--- config.mk ---
export PLATFORM = sky130hd
export DESIGN_NAME = adc_global_config_test_regs
export DESIGN_NICKNAME = d
export VERILOG_FILES = /design/src/logic/adc_cfg_pkg.sv /design/src/logic/sample_path_if.sv /design/src/logic/clock_divider_slip.sv /design/src/logic/test_pattern_gen.sv /design/src/logic/adc_global_config_test_regs.sv
export SDC_FILE = /design/constraint.sdc
export NUM_CORES = 1
export LEC_CHECK = 0
export BUFFER_PORTS_ARGS = -buffer_cell sky130_fd_sc_hd__clkbuf_2
export CAP_MARGIN = 20
export CORE_MARGIN = 5
export CORE_UTILIZATION = 50
export CTS_CLUSTER_DIAMETER = 50
export DETAILED_ROUTE_END_ITERATION = 10
export PLACE_DENSITY = 0.74
export SLEW_MARGIN = 10
export SYNTH_ARGS = -nofsm -noshare
export SYNTH_HDL_FRONTEND = slang
export SYNTH_SLANG_ARGS = --single-unit
--- constraint.sdc ---
create_clock -name clk -period 4.31 [get_ports clk]
set_input_delay 0.862 -clock clk [delete_from_list [all_inputs] [get_ports clk]]
set_output_delay 0.862 -clock clk [all_outputs]
set_load 0.05 [all_outputs]
--- src/logic/adc_cfg_pkg.sv ---
// constants and types for the global configuration and test register set
// assumes a byte-wide register port fed by the serial engine outside
package adc_cfg_pkg;

	// register addresses
	localparam logic [7:0] ADDR_PORT_CFG  = 8'h00;
	localparam logic [7:0] ADDR_ADVANCE   = 8'h71;
	localparam logic [7:0] ADDR_DIVISOR   = 8'h72;
	localparam logic [7:0] ADDR_FORMAT    = 8'h73;
	localparam logic [7:0] ADDR_DDR_LOOP  = 8'h74;
	localparam logic [7:0] ADDR_XOR_KEY   = 8'h75;
	localparam logic [7:0] ADDR_PAT_SEL   = 8'hC0;
	localparam logic [7:0] ADDR_W1_LOW    = 8'hC2;
	localparam logic [7:0] ADDR_W1_HIGH   = 8'hC3;
	localparam logic [7:0] ADDR_W2_LOW    = 8'hC4;
	localparam logic [7:0] ADDR_W2_HIGH   = 8'hC5;

	// field positions
	localparam int SOFT_RESET_BIT = 5;
	localparam int ADVANCE_BIT    = 0;
	localparam int DLL_SLOW_BIT   = 6;
	localparam int DDR_EN_BIT     = 4;
	localparam int KIND_LSB       = 5;
	localparam int PMODE_LSB      = 6;

	// reset values
	localparam logic [7:0] REG_RESET = 8'h00;

	// three-bit select codes, all-zero pin code and one-hot choices, shared by divisor, kind and coding
	localparam logic [2:0] SEL_PIN = 3'b000;
	localparam logic [2:0] SEL_A   = 3'b001;
	localparam logic [2:0] SEL_B   = 3'b010;
	localparam logic [2:0] SEL_C   = 3'b100;

	// tri-level pin levels after the input comparator
	localparam logic [1:0] PIN_LOW  = 2'b00;
	localparam logic [1:0] PIN_MID  = 2'b01;
	localparam logic [1:0] PIN_HIGH = 2'b10;

	// pattern select codes
	localparam logic [3:0] PAT_OFF      = 4'h0;
	localparam logic [3:0] PAT_MID      = 4'h1;
	localparam logic [3:0] PAT_ONES     = 4'h2;
	localparam logic [3:0] PAT_ZEROS    = 4'h3;
	localparam logic [3:0] PAT_CHECKER  = 4'h4;
	localparam logic [3:0] PAT_ONE_ZERO = 4'h7;
	localparam logic [3:0] PAT_USER     = 4'h8;
	localparam logic [1:0] PMODE_STATIC = 2'b00;
	localparam logic [1:0] PMODE_ALT    = 2'b01;

	// fixed pattern words
	localparam logic [15:0] WORD_MID   = 16'h8000;
	localparam logic [15:0] WORD_ONES  = 16'hFFFF;
	localparam logic [15:0] WORD_ZEROS = 16'h0000;
	localparam logic [15:0] WORD_CHK1  = 16'hAAAA;
	localparam logic [15:0] WORD_CHK2  = 16'h5555;

	typedef enum logic [1:0] {DIV_BY1, DIV_BY2, DIV_BY4} divisor_t;
	typedef enum logic [1:0] {KIND_DIFF2, KIND_DIFF3, KIND_CMOS} kind_t;
	typedef enum logic [1:0] {CODE_TWOS, CODE_GRAY, CODE_BINARY} coding_t;

endpackage : adc_cfg_pkg

--- src/logic/sample_path_if.sv ---
// settings and timing shared between the register set and its helpers
// assumes all parties run on the same clock
`timescale 1ns/100ps
interface sample_path_if;
	import adc_cfg_pkg::*;

	divisor_t    divisor;    // effective divisor
	logic        slipReq;    // one-cycle advance request
	logic        sampleEn;   // one pulse per divided sample period
	logic        divClk;     // divided clock level
	logic [1:0]  patMode;    // static or alternate
	logic [3:0]  patSel;     // pattern choice
	logic [15:0] userWord1;  // first user word
	logic [15:0] userWord2;  // second user word
	logic [15:0] testWord;   // pattern on the output bus
	logic        testActive; // pattern drives the bus

	modport regs (output divisor, slipReq, patMode, patSel, userWord1,
		userWord2, input sampleEn, divClk, testWord, testActive);
	modport divider (input divisor, slipReq, output sampleEn, divClk);
	modport pattern (input sampleEn, patMode, patSel, userWord1,
		userWord2, output testWord, testActive);

endinterface : sample_path_if

--- src/logic/clock_divider_slip.sv ---
// divided sample timing with single-cycle phase advance in divide-by-four only
// assumes clk is the input sample clock and reset is already synchronised
`timescale 1ns/100ps
module clock_divider_slip
	import adc_cfg_pkg::*;
(
	input  wire logic  clk,
	input  wire logic  rstLocal_n,
	sample_path_if.divider path
);

	typedef struct packed {
		logic [1:0] count;   // position inside the divided period
		logic       enable;  // sample pulse
		logic       level;   // divided clock
	} div_state_t;

	div_state_t stateQ;  // registered state
	div_state_t stateD;  // next state

	// in divide-by-four, count advances by two on a slip so the rising edge comes a cycle early
	always_comb begin
		stateD = stateQ;
		case (path.divisor)
			DIV_BY4: begin
				if (path.slipReq) begin
					stateD.count = stateQ.count + 2'd2; // see [RQ1]
				end else begin
					stateD.count = stateQ.count + 2'd1;
				end
				stateD.level  = stateD.count[1];
				// pulse on the divided rising edge, so a skip past two
				// still yields its sample instead of dropping one
				stateD.enable = stateD.count[1] & ~stateQ.count[1];
			end
			DIV_BY2: begin
				stateD.count  = {1'b0, ~stateQ.count[0]};
				stateD.level  = stateD.count[0];
				stateD.enable = stateD.count[0];
			end
			default: begin
				// undivided: every edge samples, level just toggles
				stateD.count  = 2'd0;
				stateD.level  = ~stateQ.level;
				stateD.enable = 1'b1;
			end
		endcase
	end

	// state register
	always_ff @(posedge clk or negedge rstLocal_n) begin
		if (!rstLocal_n) begin
			stateQ <= '0;
		end else begin
			stateQ <= stateD;
		end
	end

	assign path.sampleEn = stateQ.enable;
	assign path.divClk   = stateQ.level;

endmodule : clock_divider_slip

--- src/logic/test_pattern_gen.sv ---
// built-in output test pattern source
// assumes sampleEn marks each divided sample period
`timescale 1ns/100ps
module test_pattern_gen
	import adc_cfg_pkg::*;
(
	input  wire logic  clk,
	input  wire logic  rstLocal_n,
	sample_path_if.pattern path
);

	typedef struct packed {
		logic        phase;  // which word of an alternating pair
		logic [15:0] word;   // word on the bus
		logic        active; // pattern enabled
	} pat_state_t;

	pat_state_t  stateQ;  // registered state
	pat_state_t  stateD;  // next state
	logic [15:0] wordOne; // first word of the pattern
	logic [15:0] wordTwo; // second word
	logic        valid;   // selection names a real pattern
	logic        altMode; // alternate between words

	// pattern table; reserved selections leave the bus alone
	always_comb begin
		wordOne = WORD_ZEROS;
		wordTwo = WORD_ZEROS;
		valid   = 1'b1;
		case (path.patSel) // see [RQ15]
			PAT_MID: begin
				wordOne = WORD_MID;
				wordTwo = WORD_MID;
			end
			PAT_ONES: begin
				wordOne = WORD_ONES;
				wordTwo = WORD_ONES;
			end
			PAT_ZEROS: begin
				wordOne = WORD_ZEROS;
				wordTwo = WORD_ZEROS;
			end
			PAT_CHECKER: begin
				wordOne = WORD_CHK1;
				wordTwo = WORD_CHK2;
			end
			PAT_ONE_ZERO: begin
				wordOne = WORD_ONES;
				wordTwo = WORD_ZEROS;
			end
			PAT_USER: begin
				wordOne = path.userWord1;
				wordTwo = path.userWord2;
			end
			default: begin
				valid = 1'b0; // off and reserved codes
			end
		endcase
	end

	// reserved mode values fall back to static
	assign altMode = (path.patMode == PMODE_ALT); // see [RQ14]

	// updates only on sample pulses, so a new setting waits for the next sample pulse
	always_comb begin
		stateD = stateQ;
		if (path.sampleEn) begin // see [RQ13]
			stateD.active = valid;
			if (altMode) begin
				stateD.phase = ~stateQ.phase; // see [RQ12]
			end else begin
				stateD.phase = 1'b0;
			end
			stateD.word = stateD.phase ? wordTwo : wordOne; // see [RQ12]
		end
	end

	// state register
	always_ff @(posedge clk or negedge rstLocal_n) begin
		if (!rstLocal_n) begin
			stateQ <= '0;
		end else begin
			stateQ <= stateD;
		end
	end

	assign path.testWord   = stateQ.word;
	assign path.testActive = stateQ.active;

endmodule : test_pattern_gen

--- src/logic/adc_global_config_test_regs.sv ---
// global configuration and test register set of the converter
// assumes the serial engine presents decoded byte writes and reads on clk,
// and the tri-level pins arrive as two-bit comparator levels, unsynchronised
`timescale 1ns/100ps

// What this block does
// [RQ1] divide-by-four slip advances divided edge one cycle
// [RQ2] host writes zero then one to slip bit
// [RQ3] divider field picks pin, one, two, four
// [RQ4] divider and format registers survive soft reset
// [RQ5] mode bits pick pin, diff 2mA, 3mA, CMOS
// [RQ6] format bits pick pin, twos, Gray, binary
// [RQ7] pin-control code takes setting from pins
// [RQ8] loop range bit six: fast default, slow
// [RQ9] host picks loop range to suit sample rate
// [RQ10] mode B with status sets DDR, loop
// [RQ11] host writes read-xor-xor value to mode B
// [RQ12] alternate mode swaps two words each phase
// [RQ13] test enable lags by several sample cycles; here it waits for the next sample pulse
// [RQ14] mode bits: static, alternate, others reserved
// [RQ15] low four bits select fixed or user pattern
// [RQ16] user words built from low, high byte pairs
// [RQ17] soft reset restores defaults except exempted registers
// [RQ18] slip only on zero-to-one, once each
module adc_global_config_test_regs
	import adc_cfg_pkg::*;
(
	input  wire logic        clk,
	input  wire logic        rst_n,
	input  wire logic        regWrite,
	input  wire logic        regRead,
	input  wire logic [7:0]  regAddr,
	input  wire logic [7:0]  regWdata,
	output logic      [7:0]  regRdata,
	output logic             regRvalid,
	input  wire logic [1:0]  dividerPin,
	input  wire logic [1:0]  outputKindPin,
	input  wire logic [1:0]  codingPin,
	output divisor_t         divisor,
	output kind_t            outputKind,
	output coding_t          coding,
	output logic             ddrEnable,
	output logic             dllSlow,
	output logic             sampleEn,
	output logic             divClk,
	output logic [15:0]      testWord,
	output logic             testActive
);

	typedef struct packed {
		logic [7:0] portCfg;   // port configuration, soft reset self-clears
		logic [7:0] advance;   // divided clock advance
		logic [7:0] divSel;    // clock divisor select
		logic [7:0] fmtSel;    // output kind and coding
		logic [7:0] ddrStore;  // last value written to mode B
		logic [7:0] ddrEff;    // setting in force
		logic [7:0] patSel;    // pattern mode and choice
		logic [7:0] w1Low;     // user word one, low byte
		logic [7:0] w1High;    // user word one, high byte
		logic [7:0] w2Low;     // user word two, low byte
		logic [7:0] w2High;    // user word two, high byte
		logic [7:0] rdata;     // read answer
		logic       rvalid;    // read answer strobe
		logic       slip;      // advance request pulse
		logic [5:0] pinMeta;   // first synchroniser stage, three pins
		logic [5:0] pinSync;   // second synchroniser stage
		divisor_t   divisor;   // effective divisor
		kind_t      kind;      // effective output kind
		coding_t    coding;    // effective coding
	} reg_state_t;

	reg_state_t stateQ;      // registered state
	reg_state_t stateD;      // next state
	logic [1:0] rstSync;     // reset release synchroniser
	logic       rstLocal_n;  // synchronised reset
	logic [7:0] rdMux;       // read multiplexer
	logic [1:0] pinDiv;      // synchronised divider pin
	logic [1:0] pinKind;     // synchronised output kind pin
	logic [1:0] pinCode;     // synchronised coding pin

	sample_path_if path ();  // link to the helpers

	// release reset through two flops, assert at once
	always_ff @(posedge clk or negedge rst_n) begin
		if (!rst_n) begin
			rstSync <= 2'b00;
		end else begin
			rstSync <= {rstSync[0], 1'b1};
		end
	end
	assign rstLocal_n = rstSync[1];

	assign pinDiv  = stateQ.pinSync[1:0];
	assign pinKind = stateQ.pinSync[3:2];
	assign pinCode = stateQ.pinSync[5:4];

	// read multiplexer; unmapped addresses read zero
	always_comb begin
		case (regAddr)
			ADDR_PORT_CFG: rdMux = stateQ.portCfg;
			ADDR_ADVANCE:  rdMux = stateQ.advance;
			ADDR_DIVISOR:  rdMux = stateQ.divSel;
			ADDR_FORMAT:   rdMux = stateQ.fmtSel;
			ADDR_DDR_LOOP: rdMux = stateQ.ddrStore;
			// status reads as the key that links store and setting
			ADDR_XOR_KEY:  rdMux = stateQ.ddrStore ^ stateQ.ddrEff;
			ADDR_PAT_SEL:  rdMux = stateQ.patSel;
			ADDR_W1_LOW:   rdMux = stateQ.w1Low;
			ADDR_W1_HIGH:  rdMux = stateQ.w1High;
			ADDR_W2_LOW:   rdMux = stateQ.w2Low;
			ADDR_W2_HIGH:  rdMux = stateQ.w2High;
			default:       rdMux = REG_RESET;
		endcase
	end

	// register writes, soft reset, synchronisers and decoded settings
	always_comb begin
		stateD         = stateQ;
		stateD.slip    = 1'b0;
		stateD.rvalid  = regRead;
		stateD.pinMeta = {codingPin, outputKindPin, dividerPin};
		stateD.pinSync = stateQ.pinMeta;
		if (regRead) begin
			stateD.rdata = rdMux;
		end
		if (regWrite) begin
			case (regAddr)
				ADDR_PORT_CFG: stateD.portCfg = regWdata;
				ADDR_ADVANCE: begin
					stateD.advance = regWdata;
					// rising bit only; a repeated one does nothing
					stateD.slip = regWdata[ADVANCE_BIT] &
						~stateQ.advance[ADVANCE_BIT]; // see [RQ18] [RQ2]
				end
				ADDR_DIVISOR:  stateD.divSel = regWdata;
				ADDR_FORMAT:   stateD.fmtSel = regWdata;
				ADDR_DDR_LOOP: begin
					// setting toggles by the written value; see [RQ10] [RQ11]
					stateD.ddrStore = regWdata;
					stateD.ddrEff   = stateQ.ddrEff ^ regWdata;
				end
				ADDR_PAT_SEL:  stateD.patSel = regWdata;
				ADDR_W1_LOW:   stateD.w1Low  = regWdata;
				ADDR_W1_HIGH:  stateD.w1High = regWdata;
				ADDR_W2_LOW:   stateD.w2Low  = regWdata;
				ADDR_W2_HIGH:  stateD.w2High = regWdata;
				default: ; // status and unmapped writes are ignored
			endcase
		end
		// soft reset spares divider and format registers; see [RQ4]
		if (stateQ.portCfg[SOFT_RESET_BIT]) begin // see [RQ17]
			stateD.portCfg  = REG_RESET;
			stateD.advance  = REG_RESET;
			stateD.ddrStore = REG_RESET;
			stateD.ddrEff   = REG_RESET;
			stateD.patSel   = REG_RESET;
			stateD.w1Low    = REG_RESET;
			stateD.w1High   = REG_RESET;
			stateD.w2Low    = REG_RESET;
			stateD.w2High   = REG_RESET;
		end

		// divisor: explicit code or pin level; see [RQ3] [RQ7]
		case (stateQ.divSel[2:0])
			SEL_A: stateD.divisor = DIV_BY1;
			SEL_B: stateD.divisor = DIV_BY2;
			SEL_C: stateD.divisor = DIV_BY4;
			default: begin
				case (pinDiv)
					PIN_MID:  stateD.divisor = DIV_BY2;
					PIN_HIGH: stateD.divisor = DIV_BY4;
					default:  stateD.divisor = DIV_BY1;
				endcase
			end
		endcase

		// output kind; see [RQ5] [RQ7]
		case (stateQ.fmtSel[KIND_LSB +: 3])
			SEL_A: stateD.kind = KIND_DIFF2;
			SEL_B: stateD.kind = KIND_DIFF3;
			SEL_C: stateD.kind = KIND_CMOS;
			default: begin
				case (pinKind)
					PIN_MID:  stateD.kind = KIND_DIFF3;
					PIN_HIGH: stateD.kind = KIND_CMOS;
					default:  stateD.kind = KIND_DIFF2;
				endcase
			end
		endcase

		// data coding; see [RQ6] [RQ7]
		case (stateQ.fmtSel[2:0])
			SEL_A: stateD.coding = CODE_TWOS;
			SEL_B: stateD.coding = CODE_GRAY;
			SEL_C: stateD.coding = CODE_BINARY;
			default: begin
				case (pinCode)
					PIN_MID:  stateD.coding = CODE_GRAY;
					PIN_HIGH: stateD.coding = CODE_BINARY;
					default:  stateD.coding = CODE_TWOS;
				endcase
			end
		endcase
	end

	// state register; all registers clear to their defaults
	always_ff @(posedge clk or negedge rstLocal_n) begin
		if (!rstLocal_n) begin
			stateQ         <= '0;
			stateQ.divisor <= DIV_BY1;
			stateQ.kind    <= KIND_DIFF2;
			stateQ.coding  <= CODE_TWOS;
		end else begin
			stateQ <= stateD;
		end
	end

	// settings handed to the helpers
	assign path.divisor   = stateQ.divisor;
	assign path.slipReq   = stateQ.slip; // see [RQ1]
	assign path.patMode   = stateQ.patSel[PMODE_LSB +: 2];
	assign path.patSel    = stateQ.patSel[3:0];
	assign path.userWord1 = {stateQ.w1High, stateQ.w1Low}; // see [RQ16]
	assign path.userWord2 = {stateQ.w2High, stateQ.w2Low}; // see [RQ16]

	// divided timing
	clock_divider_slip divider (
		.clk        (clk),
		.rstLocal_n (rstLocal_n),
		.path       (path)
	);

	// test patterns
	test_pattern_gen pattern (
		.clk        (clk),
		.rstLocal_n (rstLocal_n),
		.path       (path)
	);

	// outputs, all straight from flops
	assign regRdata   = stateQ.rdata;
	assign regRvalid  = stateQ.rvalid;
	assign divisor    = stateQ.divisor;
	assign outputKind = stateQ.kind;
	assign coding     = stateQ.coding;
	assign ddrEnable  = stateQ.ddrEff[DDR_EN_BIT];
	// zero means fast, so reset gives the fast range; see [RQ8]
	assign dllSlow    = stateQ.ddrEff[DLL_SLOW_BIT];
	assign sampleEn   = path.sampleEn;
	assign divClk     = path.divClk;
	assign testWord   = path.testWord;
	assign testActive = path.testActive;

endmodule : adc_global_config_test_regs

### Word level (Yosys, flattened, before mapping)

Cells that the tools add are included.

* output and inout port bits: 36
* register bits: 140

* reduce and logical (&&, ||, !) cells: 22
* bitwise gates (word level): 9
* add/subtract/negate cells: 2
* mux-type cells: 31
* equal/unequal tests: 34

Operators with widths (number)
* case mux 16 bit (4 select lines): 2
* two-way mux 88 bit: 1
* case mux 8 bit (11 select lines): 1
* two-way mux 8 bit: 9
* two-way mux 56 bit: 1
* two-way mux 16 bit: 3
* equality test 8 x 7 -> 1 bit (second input constant): 5
* equality test 8 bit (second input constant): 5
* AND reduction 2 bit: 10
* case mux 2 bit (3 select lines): 3
* nonzero test 2 bit: 9
* XOR 8 bit: 2
* case mux 2 bit (2 select lines): 3
* equality test 2 x 1 -> 1 bit (second input constant): 5
* equality test 3 x 1 -> 1 bit (second input constant): 3
* equality test 3 x 2 -> 1 bit (second input constant): 3
* equality test 3 bit (second input constant): 3
* equality test 2 bit (second input constant): 4
* equality test 4 x 2 -> 1 bit (second input constant): 2
* equality test 4 x 3 -> 1 bit (second input constant): 2
* logical NOT 8 bit: 1
* case mux 4 bit (2 select lines): 1
* OR reduction 6 bit: 1
* two-way mux 1 bit: 5
* other kinds (8): 14

### Logic depth before layout (Yosys ltp)

* depth in word-level cells: 5
* gate-level depth with buffers: 8

### Cells and area by module

A second synthesis with hierarchy kept.

* cell total of the unflattened synthesis: 735
* area, all modules: 7252.0 um2

By module, submodules not included
* adc_global_config_test_regs: times used 1, sequential area each 2952.8 um2, area an instance 5743.0 um2, cells each 564
* test_pattern_gen: times used 1, sequential area each 450.4 um2, area an instance 1293.7 um2, cells each 150
* clock_divider_slip: times used 1, sequential area each 100.1 um2, area an instance 215.2 um2, cells each 21

### Worst setup path after synthesis

OpenSTA, ideal clock, no wires.

* path kind: input-to-reg
* start: in regAddr[2]
* end: reg stateQ, in the netlist regRdata[4]
* stages: 7
* library setup time: 0.130 ns
* setup slack: 2.111 ns
* data required time: 4.180 ns
* data arrival time: 2.069 ns
* cell sequence: buf_2 > buf_4 > mux2_1 > a22oi_1 > nor2_1 > a2111oi_1 > o2bb2ai_1

* word-level cells in the longest chain between the ends: 2
* elaborated cells on any way between the ends: 12

RTL lines
* start, declared: RTL line adc_global_config_test_regs.sv:32 `input wire logic [7:0] regAddr,`
* equality test 8 bit (tied with other cells): RTL line adc_global_config_test_regs.sv:99 `case (regAddr)`
* case mux 8 bit (11 select lines) (*): RTL line adc_global_config_test_regs.sv:99
* end signal, assigned: RTL line adc_global_config_test_regs.sv:214 `stateQ <= stateD;`
* end, declared: RTL line adc_global_config_test_regs.sv:72 `reg_state_t stateQ;`

Mark *: on every way between the ends. The rest lies on a longest branch, timed or not.
A chain may end at the register's enable or synchronous reset.

### Worst setup path in the final report

* start: in regAddr[0]
* end: reg stateQ[113] in the netlist's numbering

* word-level cells in the longest chain between the ends: 3

RTL lines
* logical NOT 8 bit: RTL line adc_global_config_test_regs.sv:127 `case (regAddr)`
* nonzero test 2 bit (no source line)
* AND reduction 2 bit (no source line)

No other way between the ends.

==> impl_metrics.tcl <==
set metrics [dict create \
    cts_buffers 17 \
    path_clk_slew_ns 0.06 \
    finalSetupTns_ns 0 \
    max_freq_mhz 398 \
    drtPass1Iterations 6 \
    yosys.area_share.adder_pct 0.348 \
    yosysTopAreaCell "dfrtp_1" \
    die_y_microns 130 \
    die_w_microns 130 \
    synth_edf_count 0 \
    syn-num-nets 793 \
    timing.final.hold_violations 0 \
    drc_errors 0 \
    wl_met3_mm 1.90 \
    synth-seq-area-share_pct 48.7 \
    via_per_inst 6.22 \
    wl_met1_mm 8.23 \
    pwr_density_cell_nw_per_um2 421 \
    synthDistinctLibCells 64 \
    hpwl_mm 13.8 \
    muxShareOfSynthArea_pct 4.54 \
    yosysWarnings 0 \
    dp.cells 927 \
    grt_pass1_vias 5770 \
    grt_pass1_wl_mm 31.4 \
    num_antenna_cells 0 \
    leakage_nw 3.53 \
    synth-seq-cells 140 \
    crit_chain "clkbuf_2 > nor4_1 > buf_4 > and3_1 > nand2_1 > nor3b_1" \
    crit_buf_inv 2 \
    fin_skew_ns 0.0127 \
    final_cells 961 \
    required_ns 4.65 \
    coreArea_sq_um 14000 \
    critPathKind "in -> reg" \
    drt_wl_total_mm 19.9 \
    cts_resized 0 \
    status "finished clean" \
    cts_buffer_depth 2 \
    cts_tree "done" \
    async_reset_ff_share_pct 100 \
    netlist_instances 765 \
    hold_path_class "in -> async" \
    worst_path_largest_cell_delay_ns 0.50 \
    grt_overflow 0 \
    worstSetupEndpointType "flip-flop" \
    period_minus_slack_ns 2.51 \
    route.met2.wl_mm 9.25 \
    yosys.area_share.simple_pct 16.3 \
    slew_headroom_pct 51.5 \
    synth_top_cells_by_count "dfrtp_1 (140), a21oi_1 (120), nand2_1 (88), nand3_1 (57), nor2_1 (53)" \
    crit_arrival_ns 2.85 \
    die_area_sq_um 16900 \
    holdBufCountCts 0 \
    io_buffer_count 61 \
    setup_violations 0 \
    synth_top_area_share_pct 48.7 \
    fp-row-count 43 \
    via_count 5979 \
    path_delay_family "simple AND/OR/NAND/NOR gates" \
    start_util_pct 51.5 \
    netlist_area_sq_um 7200 \
    synth_most_common_cell "dfrtp_1" \
    rsz0062_at_grt "no" \
    highest_layer "met4" \
    synth_area_per_cell_sq_um 9.41 \
    synth_ff_type "dfrtp_1" \
    peakVddDrop_mv 0.227 \
    cts_setup_buffers 0 \
    clk_latency_ns 0.43 \
    synth-xor-area-share_pct 2.92 \
    synth_area_leaders "dfrtp_1 (49%), a21oi_1 (8.3%), nand2_1 (4.6%), nand3_1 (4.0%), buf_4 (3.7%)" \
    drt_iter0_drc 732 \
    grt_max_degree 80 \
    clock-sinks 140 \
    num-nets-final 796 \
    layout-drive-gt1-share_pct 16.0 \
    fill_cells 1215 \
    clock-root-buffer "clkbuf_16" \
    grt_antenna_before_repair 0 \
    htree_levels 4 \
    startpoint "regAddr[0]" \
    maxCapViolCount 0 \
    cp_slowest_cell "and3_1" \
    fin_crit_sh_pct 58.3 \
    rr_startpoint "path.patSel[1]$_DFFE_PN0P_" \
    grt_usage_pct 24.4 \
    tightest_slew_ns 0.727 \
    finalMaxSlewViolations 0 \
    wl_per_cell_microns 20.7 \
    synth_compound_area_share_pct 19.4 \
    final_antenna_net_count 0 \
    io-pin-count 62 \
    synth_top_family_by_area "compound AO/OA/AOI/OAI gates" \
    worstSetupStartpointType "input pin" \
    gp_congestion 0.952 \
    critPathMaxFanout 20 \
    synthToLayoutAreaGrowth_pct 9.98 \
]
[through the flow]
| stage | instance area, sq um | power, mW | setup slack, ns | utilization [%] | hold WS [ns] |
|---|---|---|---|---|---|
| 2_1_floorplan | 7200 | 1.80 | 0.121 | - | 0.331 |
| 3_3_place_gp | 7290 | 1.88 | 1.47 | 52.1 | 0.333 |
| 3_5_place_dp | 7290 | 1.89 | 1.42 | 52.1 | 0.335 |
| 4_1_cts | 7880 | 3.35 | 1.82 | 56.3 | 0.193 |
| 5_1_grt | 7920 | 3.46 | 1.67 | 56.6 | 0.193 |
| 6_report | 7920 | 3.34 | 1.80 | 56.6 | 0.211 |
[power breakdown]
part           total (mW)  leakage, nW  switching (mW)  internal [mW]
registers            1.46         1.88          0.0723           1.39
clock network        1.46        0.282           0.575          0.883
logic               0.415         1.37           0.297          0.118
[worst paths after layout]
path	end	depth (start not counted)	slack, ns
setup / recovery	stateQ[113]$_DFFE_PN0P_	6	1.80
hold / removal	rstSync[1]$_DFF_PN0_	1	0.21
setup reg to reg	pattern.path.testWord[13]$_DFFE_PN0P_	6	1.97
hold reg to reg	regRdata[5]$_DFFE_PN0P_	0	0.29
max in group asynchronous	divider.stateQ[2]$_DFFE_PN0P_	2	2.96
min in group clk	pinDiv[1]$_DFF_PN0_	0	0.35
[per-layer routing]
| metal | global-route usage (%) | up-vias |
|---|---|---|
| met5 | 0 | - |
| met4 | 9.23 | 0 |
| met3 | 7.16 | 51 |
| met2 | 36.5 | 305 |
| met1 | 33.7 | 2927 |
| li1 | - | 2696 |
[cell type report]
type / instances / area (sq um) / area share, %
Sequential cell: 140 / 3510 / 44.3
Clock buffer: 19 / 453 / 5.72
Multi-Input combinational cell: 525 / 3130 / 39.6
Timing Repair Buffer: 73 / 415 / 5.25
Tap cell: 180 / 225 / 2.84
Clock inverter: 13 / 140 / 1.77
Inverter: 11 / 41.3 / 0.522
[cells by family after synthesis]
family                     after synthesis
muxes                                   30
adders and majority gates                2
xor gates and xnor gates                24
other                                    1
and+or+nand+nor                        240
buffers and inverters                  100
AOI/OAI and AO/OA                      228
DFF                                    140
[worst register-to-register path: cells and delay by family, from the launching register on]
family	cells	cell delay (ns)
buf+inv	1	0.29
compound gates	3	0.48
flops	1	0.54
simple gates	2	0.94
[cell usage in the layout (no fill, tap or decap), drive strengths merged, types with 3 or more instances in the layout]
cell type / n
dfrtp: 140
a21oi: 120
nand2: 88
clkbuf: 80
nand3: 58
nor2: 53
o21ai: 24
a22oi: 21
mux2: 21
xor2: 16
o22ai: 15
inv: 13
buf: 12
a22o: 10
nor2b: 9
mux2i: 9
xnor2: 8
clkinv: 5
o31ai: 4
o32ai: 4
and2: 4
and3: 4
a222oi: 4
clkinvlp: 4
nor3b: 4
nor4b: 4
nor3: 3
nand3b: 3
a211oi: 3
o2bb2ai: 3
[flip-flops by register name (all words and copies together) (netlist names), 4 cells and up]
name	cells
stateQ	48
path.userWord1	16
path.userWord2	16
pattern.path.testWord	16
regRdata	8
stateD	6
path.patSel	4
Note: power is estimated with default switching activity, not from simulation.
